===== src/logic/isa_host_pkg.sv =====
// constants, carriers and state types of the isa channel host
package isa_host_pkg;

    // ------------------------------------------------------------
    // synchroniser lane layout
    // ------------------------------------------------------------
    localparam int          SYNC_W   = 47;
    localparam int          SY_BCLK  = 46;
    localparam int          SY_RDY   = 45;
    localparam int          SY_NOWS  = 44;
    localparam int          SY_IO16  = 43;
    localparam int          SY_M16   = 42;
    localparam int          SY_MAST  = 41;
    localparam int          SY_PWR   = 40;
    localparam int          SY_DRQ   = 32;
    localparam int          SY_IRQ   = 16;
    localparam int          SY_DAT   = 0;
    localparam logic [46:0] SYNC_RST = {1'h0, 5'h1f, 1'h0, 8'h00,
                                        16'h0000, 16'h0000};

    // ------------------------------------------------------------
    // cycle timing and codes
    // ------------------------------------------------------------
    localparam logic [3:0]  WS16      = 4'h1;
    localparam logic [3:0]  WS8       = 4'h4;
    localparam logic [7:0]  DAK_IDLE  = 8'hff;
    localparam logic [2:0]  DMA16_CH  = 3'h5;
    localparam logic [2:0]  DMA_NO_CH = 3'h4;
    localparam int          IRQ_N     = 11;
    // irq lines from lowest rank (index 0) to highest
    localparam logic [10:0][3:0] IRQ_RANK = {4'h9, 4'ha, 4'hb, 4'hc,
                                             4'he, 4'hf, 4'h3, 4'h4,
                                             4'h5, 4'h6, 4'h7};

    // ------------------------------------------------------------
    // carriers and state
    // ------------------------------------------------------------
    typedef struct packed {
        logic mrdc_b;
        logic mwtc_b;
        logic iorc_b;
        logic iowc_b;
    } cmd_t;

    localparam cmd_t CMD_IDLE = 4'hf;

    typedef enum logic [2:0] {
        ST_IDLE,
        ST_ADDR,
        ST_CMD,
        ST_END,
        ST_CASCADE
    } bus_st_t;

    typedef struct packed {
        bus_st_t     st;
        logic        bclk_p;
        logic [23:0] addr;
        logic [15:0] wdata;
        logic [15:0] rdata;
        logic [15:0] dout;
        logic        write;
        logic        mem;
        logic        want16;
        logic        cyc16;
        logic        second;
        logic        dma;
        logic [2:0]  chan;
        logic [3:0]  wait_cnt;
        logic        bale;
        logic        aen;
        logic        sbhe_b;
        logic        bus_oe_b;
        logic        d_oe_b;
        cmd_t        cmd;
        logic [7:0]  dak_b;
        logic        ready;
        logic        rsp_valid;
        logic        resdrv;
    } host_t;

    typedef struct packed {
        logic [15:0] irq_p;
        logic [15:0] pend;
        logic        int_valid;
        logic [3:0]  int_num;
    } arb_t;

endpackage


===== src/logic/isa_sync.sv =====
// three-stage input synchroniser with agreement filter
`timescale 1ns/10ps
module isa_sync
    import isa_host_pkg::*;
#(
    parameter int              W       = 1,
    parameter logic [W-1:0]    RST_VAL = '0
)
(
    input  wire logic          clk_in,
    input  wire logic          rst_b_in,
    input  wire logic          ce_in,
    input  wire logic [W-1:0]  d_in,
    output logic      [W-1:0]  q_out
);

    typedef struct packed {
        logic [W-1:0] s1;
        logic [W-1:0] s2;
        logic [W-1:0] s3;
        logic [W-1:0] o;
    } sync_t;

    sync_t        s_q;
    sync_t        s_d;
    logic [W-1:0] o_nxt;

    // s1 is read only by s2; output moves once s2 and s3 agree
    for (genvar i = 0; i < W; i++)
    begin : g_bit
        assign o_nxt[i] = (s_q.s2[i] == s_q.s3[i]) ? s_q.s3[i] : s_q.o[i];
    end

    always_comb
    begin
        s_d    = s_q;
        s_d.s1 = d_in;
        s_d.s2 = s_q.s1;
        s_d.s3 = s_q.s2;
        s_d.o  = o_nxt;
    end

    always_ff @(posedge clk_in or negedge rst_b_in)
    begin
        if (!rst_b_in)
            s_q <= {RST_VAL, RST_VAL, RST_VAL, RST_VAL};
        else if (ce_in)
            s_q <= s_d;
    end

    assign q_out = s_q.o;

endmodule


===== src/logic/isa_arb.sv =====
// dma request priority and edge-triggered interrupt ranking
`timescale 1ns/10ps
module isa_arb
    import isa_host_pkg::*;
(
    input  wire logic        clk_in,
    input  wire logic        rst_b_in,
    input  wire logic        ce_in,
    input  wire logic [7:0]  drq_in,
    input  wire logic [15:0] irq_in,
    input  wire logic        int_ack_in,
    output logic             dma_any_out,
    output logic      [2:0]  dma_chan_out,
    output logic             int_valid_out,
    output logic      [3:0]  int_num_out
);

    arb_t        a_q;
    arb_t        a_d;
    logic [15:0] rise;
    logic [15:0] clr;

    // ------------------------------------------------------------
    // dma: channel 0 wins, 4 is not a channel
    // ------------------------------------------------------------
    always_comb
    begin
        dma_any_out  = 1'b0;
        dma_chan_out = DMA_NO_CH;
        for (int i = 7; i >= 0; i--)
        begin
            if (i != 4 && drq_in[i])
            begin
                dma_any_out  = 1'b1;
                dma_chan_out = 3'(i);
            end
        end
    end

    // ------------------------------------------------------------
    // interrupts
    // ------------------------------------------------------------
    always_comb
    begin
        a_d  = a_q;
        rise = irq_in & ~a_q.irq_p;
        clr  = '0;
        if (int_ack_in && a_q.int_valid)
            clr[a_q.int_num] = 1'b1;
        a_d.irq_p = irq_in;
        // a new edge beats an acknowledge in the same cycle
        a_d.pend = (a_q.pend & ~clr) | rise;
        a_d.int_valid = 1'b0;
        a_d.int_num   = a_q.int_num;
        for (int i = 0; i < IRQ_N; i++)
        begin
            if (a_d.pend[IRQ_RANK[i]])
            begin
                a_d.int_valid = 1'b1;
                a_d.int_num   = IRQ_RANK[i];
            end
        end
    end

    always_ff @(posedge clk_in or negedge rst_b_in)
    begin
        if (!rst_b_in)
            a_q <= '0;
        else if (ce_in)
            a_q <= a_d;
    end

    assign int_valid_out = a_q.int_valid;
    assign int_num_out   = a_q.int_num;

endmodule


===== src/logic/isa_io_channel_host.sv =====
// host end of a 16-bit isa i/o channel: cycles, dma, irq, reset drive
`timescale 1ns/10ps
module isa_io_channel_host
    import isa_host_pkg::*;
(
    input  wire logic        CLK_IN,
    input  wire logic        RST_B_IN,
    input  wire logic        CE_IN,
    input  wire logic        PWR_GOOD_IN,
    input  wire logic        REQ_VALID_IN,
    input  wire logic        REQ_WRITE_IN,
    input  wire logic        REQ_MEM_IN,
    input  wire logic        REQ_WIDE_IN,
    input  wire logic [23:0] REQ_ADDR_IN,
    input  wire logic [15:0] REQ_WDATA_IN,
    output logic             REQ_READY_OUT,
    output logic             RSP_VALID_OUT,
    output logic      [15:0] RSP_RDATA_OUT,
    input  wire logic [23:0] DMA_ADDR_IN,
    input  wire logic        DMA_TO_MEM_IN,
    input  wire logic        INT_ACK_IN,
    output logic             INT_VALID_OUT,
    output logic      [3:0]  INT_NUM_OUT,
    input  wire logic        BCLK_IN,
    input  wire logic        CHRDY_IN,
    input  wire logic        NOWS_B_IN,
    input  wire logic        IO16_B_IN,
    input  wire logic        M16_B_IN,
    input  wire logic        MASTER16_B_IN,
    input  wire logic [7:0]  DRQ_IN,
    input  wire logic [15:0] IRQ_IN,
    input  wire logic [15:0] D_IN,
    output logic      [15:0] D_OUT,
    output logic             D_OE_B_OUT,
    output logic      [19:0] SA_OUT,
    output logic      [6:0]  LA_OUT,
    output logic             SBHE_B_OUT,
    output logic             BALE_OUT,
    output logic             AEN_OUT,
    output cmd_t             CMD_B_OUT,
    output logic             BUS_OE_B_OUT,
    output logic      [7:0]  DAK_B_OUT,
    output logic             RESDRV_OUT
);

    // ------------------------------------------------------------
    // input synchronisers
    // ------------------------------------------------------------
    logic [SYNC_W-1:0] sy;
    logic              bclk_s;
    logic              rdy_s;
    logic              nows_b_s;
    logic              io16_b_s;
    logic              m16_b_s;
    logic              mast_b_s;
    logic              pwr_s;
    logic [7:0]        drq_s;
    logic [15:0]       irq_s;
    logic [15:0]       d_s;

    isa_sync #(
        .W       (SYNC_W),
        .RST_VAL (SYNC_RST)
    ) u_sync (
        .clk_in   (CLK_IN),
        .rst_b_in (RST_B_IN),
        .ce_in    (CE_IN),
        .d_in     ({BCLK_IN, CHRDY_IN, NOWS_B_IN, IO16_B_IN, M16_B_IN,
                    MASTER16_B_IN, PWR_GOOD_IN, DRQ_IN, IRQ_IN, D_IN}),
        .q_out    (sy)
    );

    assign bclk_s   = sy[SY_BCLK];
    assign rdy_s    = sy[SY_RDY];
    assign nows_b_s = sy[SY_NOWS];
    assign io16_b_s = sy[SY_IO16];
    assign m16_b_s  = sy[SY_M16];
    assign mast_b_s = sy[SY_MAST];
    assign pwr_s    = sy[SY_PWR];
    assign drq_s    = sy[SY_DRQ +: 8];
    assign irq_s    = sy[SY_IRQ +: 16];
    assign d_s      = sy[SY_DAT +: 16];

    // ------------------------------------------------------------
    // arbitration
    // ------------------------------------------------------------
    logic       dma_any;
    logic [2:0] dma_chan;

    isa_arb u_arb (
        .clk_in        (CLK_IN),
        .rst_b_in      (RST_B_IN),
        .ce_in         (CE_IN),
        .drq_in        (drq_s),
        .irq_in        (irq_s),
        .int_ack_in    (INT_ACK_IN),
        .dma_any_out   (dma_any),
        .dma_chan_out  (dma_chan),
        .int_valid_out (INT_VALID_OUT),
        .int_num_out   (INT_NUM_OUT)
    );

    // ------------------------------------------------------------
    // bus cycle engine
    // ------------------------------------------------------------
    host_t h_q;
    host_t h_d;
    logic  tick;
    logic  hi_lane;
    logic  done;

    // cycles advance on bus clock rising edges seen by CLK_IN
    assign tick = bclk_s & ~h_q.bclk_p;
    assign hi_lane = h_q.addr[0] | (h_q.want16 & ~h_q.second);
    // no-wait select cuts the wait count short
    assign done = ~nows_b_s | (h_q.wait_cnt == 4'h0 & rdy_s);

    always_comb
    begin
        h_d           = h_q;
        h_d.bclk_p    = bclk_s;
        h_d.rsp_valid = 1'b0;
        h_d.resdrv    = ~pwr_s;
        if (h_q.resdrv || !pwr_s)
        begin
            // channel held in reset; nothing runs
            h_d.st       = ST_IDLE;
            h_d.ready    = 1'b0;
            h_d.bale     = 1'b0;
            h_d.aen      = 1'b0;
            h_d.cmd      = CMD_IDLE;
            h_d.dak_b    = DAK_IDLE;
            h_d.d_oe_b   = 1'b1;
            h_d.sbhe_b   = 1'b1;
            h_d.bus_oe_b = 1'b0;
            h_d.ready    = ~pwr_s ? 1'b0 : 1'b1;
        end
        else
        begin
            case (h_q.st)
                ST_IDLE:
                begin
                    if (h_q.ready && REQ_VALID_IN)
                    begin
                        h_d.st     = ST_ADDR;
                        h_d.ready  = 1'b0;
                        h_d.dma    = 1'b0;
                        h_d.addr   = REQ_ADDR_IN;
                        h_d.wdata  = REQ_WDATA_IN;
                        h_d.write  = REQ_WRITE_IN;
                        h_d.mem    = REQ_MEM_IN;
                        h_d.want16 = REQ_WIDE_IN;
                        h_d.second = 1'b0;
                        h_d.rdata  = 16'h0000;
                        h_d.bale   = 1'b1;
                    end
                    else if (dma_any)
                    begin
                        // processor degated while address enable is up
                        h_d.st     = ST_ADDR;
                        h_d.ready  = 1'b0;
                        h_d.dma    = 1'b1;
                        h_d.aen    = 1'b1;
                        h_d.bale   = 1'b1;
                        h_d.chan   = dma_chan;
                        h_d.dak_b  = DAK_IDLE;
                        h_d.dak_b[dma_chan] = 1'b0;
                        h_d.addr   = DMA_ADDR_IN;
                        h_d.write  = DMA_TO_MEM_IN;
                        h_d.mem    = 1'b1;
                        h_d.want16 = dma_chan >= DMA16_CH;
                        h_d.second = 1'b0;
                    end
                end
                ST_ADDR:
                begin
                    if (tick)
                    begin
                        if (h_q.dma && !mast_b_s)
                        begin
                            // a channel master takes the bus over
                            h_d.st       = ST_CASCADE;
                            h_d.bus_oe_b = 1'b1;
                            h_d.d_oe_b   = 1'b1;
                        end
                        else
                        begin
                            h_d.st     = ST_CMD;
                            // falling strobe latches the address; in dma the strobe stays high
                            h_d.bale   = h_q.dma;
                            h_d.sbhe_b = ~hi_lane;
                            if (h_q.dma)
                            begin
                                h_d.cyc16    = h_q.want16;
                                h_d.wait_cnt = h_q.want16 ? WS16 : WS8;
                                h_d.cmd      = CMD_IDLE;
                                h_d.cmd.iorc_b = ~h_q.write;
                                h_d.cmd.mwtc_b = ~h_q.write;
                                h_d.cmd.mrdc_b = h_q.write;
                                h_d.cmd.iowc_b = h_q.write;
                                h_d.d_oe_b   = 1'b1;
                            end
                            else
                            begin
                                // decodes sampled at the strobe fall
                                h_d.cyc16 = h_q.want16 & ~h_q.addr[0]
                                    & (h_q.mem ? ~m16_b_s
                                               : ~io16_b_s);
                                h_d.wait_cnt = h_d.cyc16 ? WS16 : WS8;
                                h_d.cmd = CMD_IDLE;
                                if (h_q.mem)
                                begin
                                    h_d.cmd.mwtc_b = ~h_q.write;
                                    h_d.cmd.mrdc_b = h_q.write;
                                end
                                else
                                begin
                                    h_d.cmd.iowc_b = ~h_q.write;
                                    h_d.cmd.iorc_b = h_q.write;
                                end
                                h_d.d_oe_b = ~h_q.write;
                                if (h_d.cyc16)
                                    h_d.dout = h_q.wdata;
                                else if (h_q.addr[0] || h_q.second)
                                    h_d.dout = {2{h_q.wdata[15:8]}};
                                else
                                    h_d.dout = {2{h_q.wdata[7:0]}};
                            end
                        end
                    end
                end
                ST_CMD:
                begin
                    if (tick)
                    begin
                        if (done)
                        begin
                            h_d.cmd    = CMD_IDLE;
                            h_d.d_oe_b = 1'b1;
                            if (h_q.cyc16)
                                h_d.rdata = d_s;
                            else if (h_q.addr[0])
                                h_d.rdata[15:8] = d_s[7:0];
                            else
                                h_d.rdata[7:0] = d_s[7:0];
                            if (!h_q.dma && h_q.want16 && !h_q.cyc16
                                && !h_q.second && !h_q.addr[0])
                            begin
                                // second byte of a split word
                                h_d.st     = ST_ADDR;
                                h_d.second = 1'b1;
                                h_d.addr   = h_q.addr + 24'h000001;
                                h_d.bale   = 1'b1;
                            end
                            else
                                h_d.st = ST_END;
                        end
                        else if (h_q.wait_cnt != 4'h0)
                            h_d.wait_cnt = h_q.wait_cnt - 4'h1;
                        // else ready low: stretch by whole clocks
                    end
                end
                ST_END:
                begin
                    if (tick)
                    begin
                        h_d.st        = ST_IDLE;
                        h_d.bale      = 1'b0;
                        h_d.aen       = 1'b0;
                        h_d.dak_b     = DAK_IDLE;
                        h_d.sbhe_b    = 1'b1;
                        h_d.rsp_valid = ~h_q.dma;
                        h_d.ready     = 1'b1;
                    end
                end
                ST_CASCADE:
                begin
                    // hold acknowledge until the master lets go
                    if (!drq_s[h_q.chan] && mast_b_s)
                    begin
                        h_d.st       = ST_IDLE;
                        h_d.bale     = 1'b0;
                        h_d.aen      = 1'b0;
                        h_d.dak_b    = DAK_IDLE;
                        h_d.bus_oe_b = 1'b0;
                        h_d.ready    = 1'b1;
                    end
                end
                default:
                    h_d.st = ST_IDLE;
            endcase
        end
    end

    always_ff @(posedge CLK_IN or negedge RST_B_IN)
    begin
        if (!RST_B_IN)
        begin
            h_q          <= '0;
            h_q.st       <= ST_IDLE;
            h_q.sbhe_b   <= 1'b1;
            h_q.d_oe_b   <= 1'b1;
            h_q.cmd      <= CMD_IDLE;
            h_q.dak_b    <= DAK_IDLE;
            h_q.resdrv   <= 1'b1;
        end
        else if (CE_IN)
            h_q <= h_d;
    end

    // ------------------------------------------------------------
    // outputs, all from the state register
    // ------------------------------------------------------------
    assign REQ_READY_OUT = h_q.ready;
    assign RSP_VALID_OUT = h_q.rsp_valid;
    assign RSP_RDATA_OUT = h_q.rdata;
    assign D_OUT         = h_q.dout;
    assign D_OE_B_OUT    = h_q.d_oe_b;
    assign SA_OUT        = h_q.addr[19:0];
    assign LA_OUT        = h_q.addr[23:17];
    assign SBHE_B_OUT    = h_q.sbhe_b;
    assign BALE_OUT      = h_q.bale;
    assign AEN_OUT       = h_q.aen;
    assign CMD_B_OUT     = h_q.cmd;
    assign BUS_OE_B_OUT  = h_q.bus_oe_b;
    assign DAK_B_OUT     = h_q.dak_b;
    assign RESDRV_OUT    = h_q.resdrv;

endmodule


===== config.mk =====
export PLATFORM = sky130hd
export DESIGN_NAME = isa_io_channel_host
export DESIGN_NICKNAME = d
export VERILOG_FILES = /design/src/logic/isa_host_pkg.sv /design/src/logic/isa_sync.sv /design/src/logic/isa_arb.sv /design/src/logic/isa_io_channel_host.sv
export SDC_FILE = /design/constraint.sdc
export NUM_CORES = 1
export LEC_CHECK = 0
export BUFFER_PORTS_ARGS = -buffer_cell sky130_fd_sc_hd__buf_2
export CORE_UTILIZATION = 50
export DETAILED_ROUTE_END_ITERATION = 10
export PLACE_DENSITY_LB_ADDON = 0.05
export SETUP_SLACK_MARGIN = 0.1
export SLEW_MARGIN = 20
export SYNTH_ARGS = -nofsm -noshare
export SYNTH_HDL_FRONTEND = slang
export SYNTH_SLANG_ARGS = --single-unit

===== constraint.sdc =====
create_clock -name CLK_IN -period 6.55 [get_ports CLK_IN]
set_input_delay 1.6375 -clock CLK_IN [delete_from_list [all_inputs] [get_ports CLK_IN]]
set_output_delay 1.6375 -clock CLK_IN [all_outputs]
set_load 0.02 [all_outputs]

Word level (Yosys, flattened, before mapping)
Index checks and enable logic that the tools add are counted.
{"block": "totals", "word_cells": 393, "reg_bits": 334, "input_bits": 120, "output_inout_bits": 84}
{"block": "op_classes", "bitwise": 26, "muxes": 108, "magnitude_cmp": 6, "eq_ne": 73, "n_reduce_logical": 96, "n_addsub": 2}
{"operator": "$mux 24", "count": 5}
{"operator": "$mux 16", "count": 7}
{"operator": "$reduce_and 2->1", "count": 48}
{"operator": "$mux 5", "count": 18}
{"operator": "$mux 3", "count": 21}
{"operator": "$pmux 24 s2", "count": 1}
{"operator": "$eq 1x1->1", "count": 47}
{"operator": "$ne 3x3->1 const B", "count": 13}
{"operator": "$and 16x16->16", "count": 2}
{"operator": "$not 16->16", "count": 2}
{"operator": "$pmux 16 s2", "count": 1}
{"operator": "$reduce_and 5->1", "count": 6}
{"operator": "$reduce_and 7->1", "count": 4}
{"operator": "$pmux 9 s3", "count": 1}
{"operator": "$mux 1", "count": 25}
{"operator": "$add 24x1->24 const B", "count": 1}
{"operator": "$mux 8", "count": 3}
{"operator": "$mux 18", "count": 1}
{"operator": "$mux 9", "count": 2}
{"operator": "$reduce_and 6->1", "count": 3}
{"operator": "$ne 2x2->1 const B", "count": 8}
{"operator": "$or 16x16->16", "count": 1}
{"operator": "$pmux 3 s5", "count": 1}
{"operator": "$mux 2", "count": 7}
{"operator": "other kinds (38)", "count": 83}

Longest topological paths before layout
{"block": "logic_depth", "word_depth": 19, "depth_mapped": 10, "depth_no_buf": 8}

Modules after synthesis
From an unflattened synthesis, not the netlist that was laid out.
{"block": "hier_totals", "cells_unflattened": 1408, "hier_area_um2": 16036.6}
{"module": "isa_sync", "n_inst": 1, "seq_area_each_um2": 4729.5, "area_per_inst_um2": 7963.9, "cells_each": 549}
{"module": "isa_io_channel_host", "n_inst": 1, "seq_area_each_um2": 2746.4, "area_per_inst_um2": 6553.8, "cells_each": 698}
{"module": "isa_arb", "n_inst": 1, "seq_area_each_um2": 675.6, "area_per_inst_um2": 1519.0, "cells_each": 161}

Least setup slack after synthesis
No wires, ideal clock.
{"block": "synth_timing", "path_kind": "input port to flip-flop", "start": "input port CE_IN", "end": "register h_q[73] in the netlist's numbering", "setup_slack_ps": 3088, "required_ps": 6422, "cell_stages": 6, "arrival_time_ps": 3334, "path_cell_list": "buf_2 > nand3b_1 > or3_1 > nor3_2 > buf_2 > mux2_1"}
{"block": "synth_between", "elab_chain_cells": 1}
{"item": "from (decl)", "line": "isa_io_channel_host.sv:8", "rtl": "input wire logic CE_IN,"}
{"item": "$reduce_and 4->1 (no source line)"}
{"item": "to (decl)", "line": "isa_io_channel_host.sv:106", "rtl": "host_t h_q;"}
Every way passes these cells.
A chain may end at the register's enable or synchronous reset.

Worst setup path in the final report
{"block": "layout_timing", "start": "input port CE_IN", "end": "register h_q (netlist bit RSP_RDATA_OUT[15])"}
{"block": "layout_between", "elab_chain_cells": 1}
{"item": "$reduce_and 7->1 (no source line)"}
Every way passes these cells.

==> flow_summary.yaml <==
floorplanning:
  num_rows: 61
  die_h_um: 171
  initial_utilization_pct: 51.1
  ios: 204
  design.core.area_mm2: 0.0279
  fp.dieW_um: 171
  die-area_mm2: 0.0293
sta:
  fmax_mhz: 261
  setup-tns-final_ns: 0
  drv_slew: 0
  rsz0062_at_grt: "false"
  skew_ns: 0.0176
  setup_viol_count_final: 0
  worst_slew_pin_slew_ns: 1.04
  period_needed_ns: 3.84
  worst_slew_margin_rel_pct: 30.6
  period_share_pct: 58.6
  hold_viol: 0
  final.setup.worst_slack_ns: 2.71
setup_path:
  end_kind: "flop"
  cp_max_fo: 115
  critPathLaunchType: "input pin"
  crit_type: "in2reg"
  rrSetupSlack_ns: 3.48
  cp_slowest_stage_delay_ns: 0.56
  rr_startpoint: "h_q[107]"
  cp_slowest_cell: "clkbuf_8"
  crit_start: "CE_IN"
  path_cells: "clkbuf_8, nand3b_1, or3_1, a211oi_1, nand2_1, o31ai_1"
  cp_data_required_time_ns: 6.96
  arrival_ns: 4.25
grt:
  busiest_layer: "met2"
  grtUsageMet2_pct: 34.1
  grt_max_degree: 139
  overflow: 0
  grt_pass1_vias: 9608
  grt_usage_pct: 20.9
  grt_pass1_wl_um: 49300
  antenna_found_initial: 0
  grtUsageMet1_pct: 28.8
  met3_usage_pct: 2.89
placement:
  gp_congestion: 0.819
  place_hpwl_um: 20100
  place_worst_setup_slack_ns: 2.20
  port_buffers: 198
layout:
  area_delta_synth_final_pct: 13.5
  nets: 1609
  fill_cells: 2473
  drive_gt1_share_pct: 27.5
  finish.utilization_pct: 58.0
flow_run:
  max_cap_violations: 0
clocking:
  numCtsBuffers: 35
  clk_path_buf_depth: 3
  insertion_delay_ns: 0.51
  cts_tree: "done"
  path_clk_slew_ns: 0.06
  ctsRootBufferMaster: "clkbuf_16"
  post_cts_resized: 0
  cts_sinks: 304
  cts.htree.levels: 2
  hold_buffers: 0
  cts_setup_buffers: 0
hold_path:
  min_from: "CMD_B_OUT[3]"
  hold_path.class: "reg2reg"
yosys:
  ys.flop_type: "dfrtp_1"
  netlist_area_mm2: 0.0143
  synth_edf_count: 0
  async_reset_ff_share_pct: 100
  syn_avg_cell_area_um2: 10.3
  seq_area_frac_synth_pct: 53.6
  ys_types: 72
  syn_inst: 1385
  yosysWarnings: 0
  synth_seq_cells: 304
  synth.net_count: 1508
detailed_routing:
  totalWireLength_um: 30300
  num_vias: 10269
  viasPerCell: 5.44
  antenna_left: 0
  drt-initial-drc-count: 732
  wl_per_cell_um: 16.0
  drc: 0
  dr.pass1.iters: 6
status:
  status: "finished, final reports clean"
pwr:
  p_total_uw: 6700
  leakage_uw: 0.00718
  irDropWorstVdd_mv: 0.210
  power.density_mw_per_mm2: 413
[cell usage in the layout, fill, tap and decap left out, types with 11 or more instances in the layout]
| cell | instances |
|---|---|
| a21oi_1 | 88 |
| mux2i_1 | 32 |
| mux2_2 | 98 |
| nor2b_1 | 13 |
| buf_4 | 11 |
| nand3_1 | 18 |
| mux2_1 | 23 |
| dfstp_2 | 35 |
| dfrtp_1 | 269 |
| nor2_1 | 56 |
| o22a_1 | 11 |
| o21ai_0 | 152 |
| clkbuf_16 | 36 |
| nor3_1 | 13 |
| nand2_1 | 159 |
| o21ai_1 | 48 |
| a31oi_1 | 13 |
| buf_2 | 196 |
| nand2b_1 | 13 |
| inv_1 | 59 |
| o31ai_1 | 18 |
[logic make-up after synthesis]
kind of cell               after synthesis  synth area share [%]
adders and majority gates                3                 0.263
xor gates and xnor gates                 1                0.0613
DFF                                    304                  53.6
AOI/OAI and AO/OA                      390                  15.8
muxes                                  156                  12.3
buffers and inverters                  207                  7.58
and+or+nand+nor                        324                  10.5
[critical path, delay by kind of cell]
family / cells / cell delay (ns)
AOI/OAI and AO/OA: 2 / 0.80
buffers and inverters: 1 / 0.56
and+or+nand+nor: 3 / 1.16
[flip-flops by register name, summed over array words and instances (netlist names), 4 cells and up]
register           count
CMD_B_OUT              4
u_sync.s_d            84
h_q                   33
u_arb.a_q             22
u_sync.q_out          42
u_sync.s_q            42
SA_OUT                17
D_OUT                 16
DAK_B_OUT              8
LA_OUT                 7
u_arb.int_num_out      4
RSP_RDATA_OUT         16
[area by class of cell]
class	instances	area, um2	share of cell area [%]
flip-flops and latches	304	7650	47.2
inverters	61	229	1.41
clock inverters	11	156	0.965
clock buffers	50	1030	6.37
well taps	378	473	2.92
repair buffers	210	1110	6.86
multi-input cells	874	5560	34.3
diodes	1	2.50	0.0154
[power by group]
part / internal [uW] / switching, uW / total (uW)
clock: 1220 / 751 / 1970
sequential: 2400 / 488 / 2890
combinational: 758 / 1090 / 1840
total: 4380 / 2330 / 6700
[per-stage QoR]
stage / instances / hold WS [ns] / cell area (um2)
after detailed placement: 1827 / 0.454 / 15000
after global routing: 1888 / 0.491 / 16200
after floorplan: 1385 / 0.443 / 14300
after global placement: 1827 / 0.452 / 15000
final: 1889 / 0.459 / 16200
after CTS: 1888 / 0.462 / 16200
[worst paths after layout]
| kind | end | cells after the start |
|---|---|---|
| setup / recovery | RSP_RDATA_OUT[15] | 6 |
| hold / removal | CMD_B_OUT[3] | 2 |
| setup reg to reg | LA_OUT[3] | 6 |
| hold reg to reg | CMD_B_OUT[3] | 2 |
| max in group asynchronous | u_sync.s_q[67] | 2 |
| min in group asynchronous | D_OUT[11] | 1 |
[cell usage after synthesis (18+ instances only)]
cell	count	area, um2
dfrtp_1	269	6730
nand2_1	159	597
o21ai_0	152	761
mux2_2	98	1100
a21oi_1	88	440
buf_4	75	563
inv_1	59	221
clkbuf_1	58	218
nor2_1	56	210
o21ai_1	48	240
dfstp_2	35	920
mux2i_1	32	320
mux2_1	23	259
nand3_1	18	90.1
o31ai_1	18	135
[layer usage]
layer / vias up / part of all wire (%)
met3: 53 / 4.7
met5: - / 0
met2: 259 / 47
met1: 4957 / 46
li1: 5000 / -
met4: 0 / 2.3
Power figures use the tool's default switching activity.
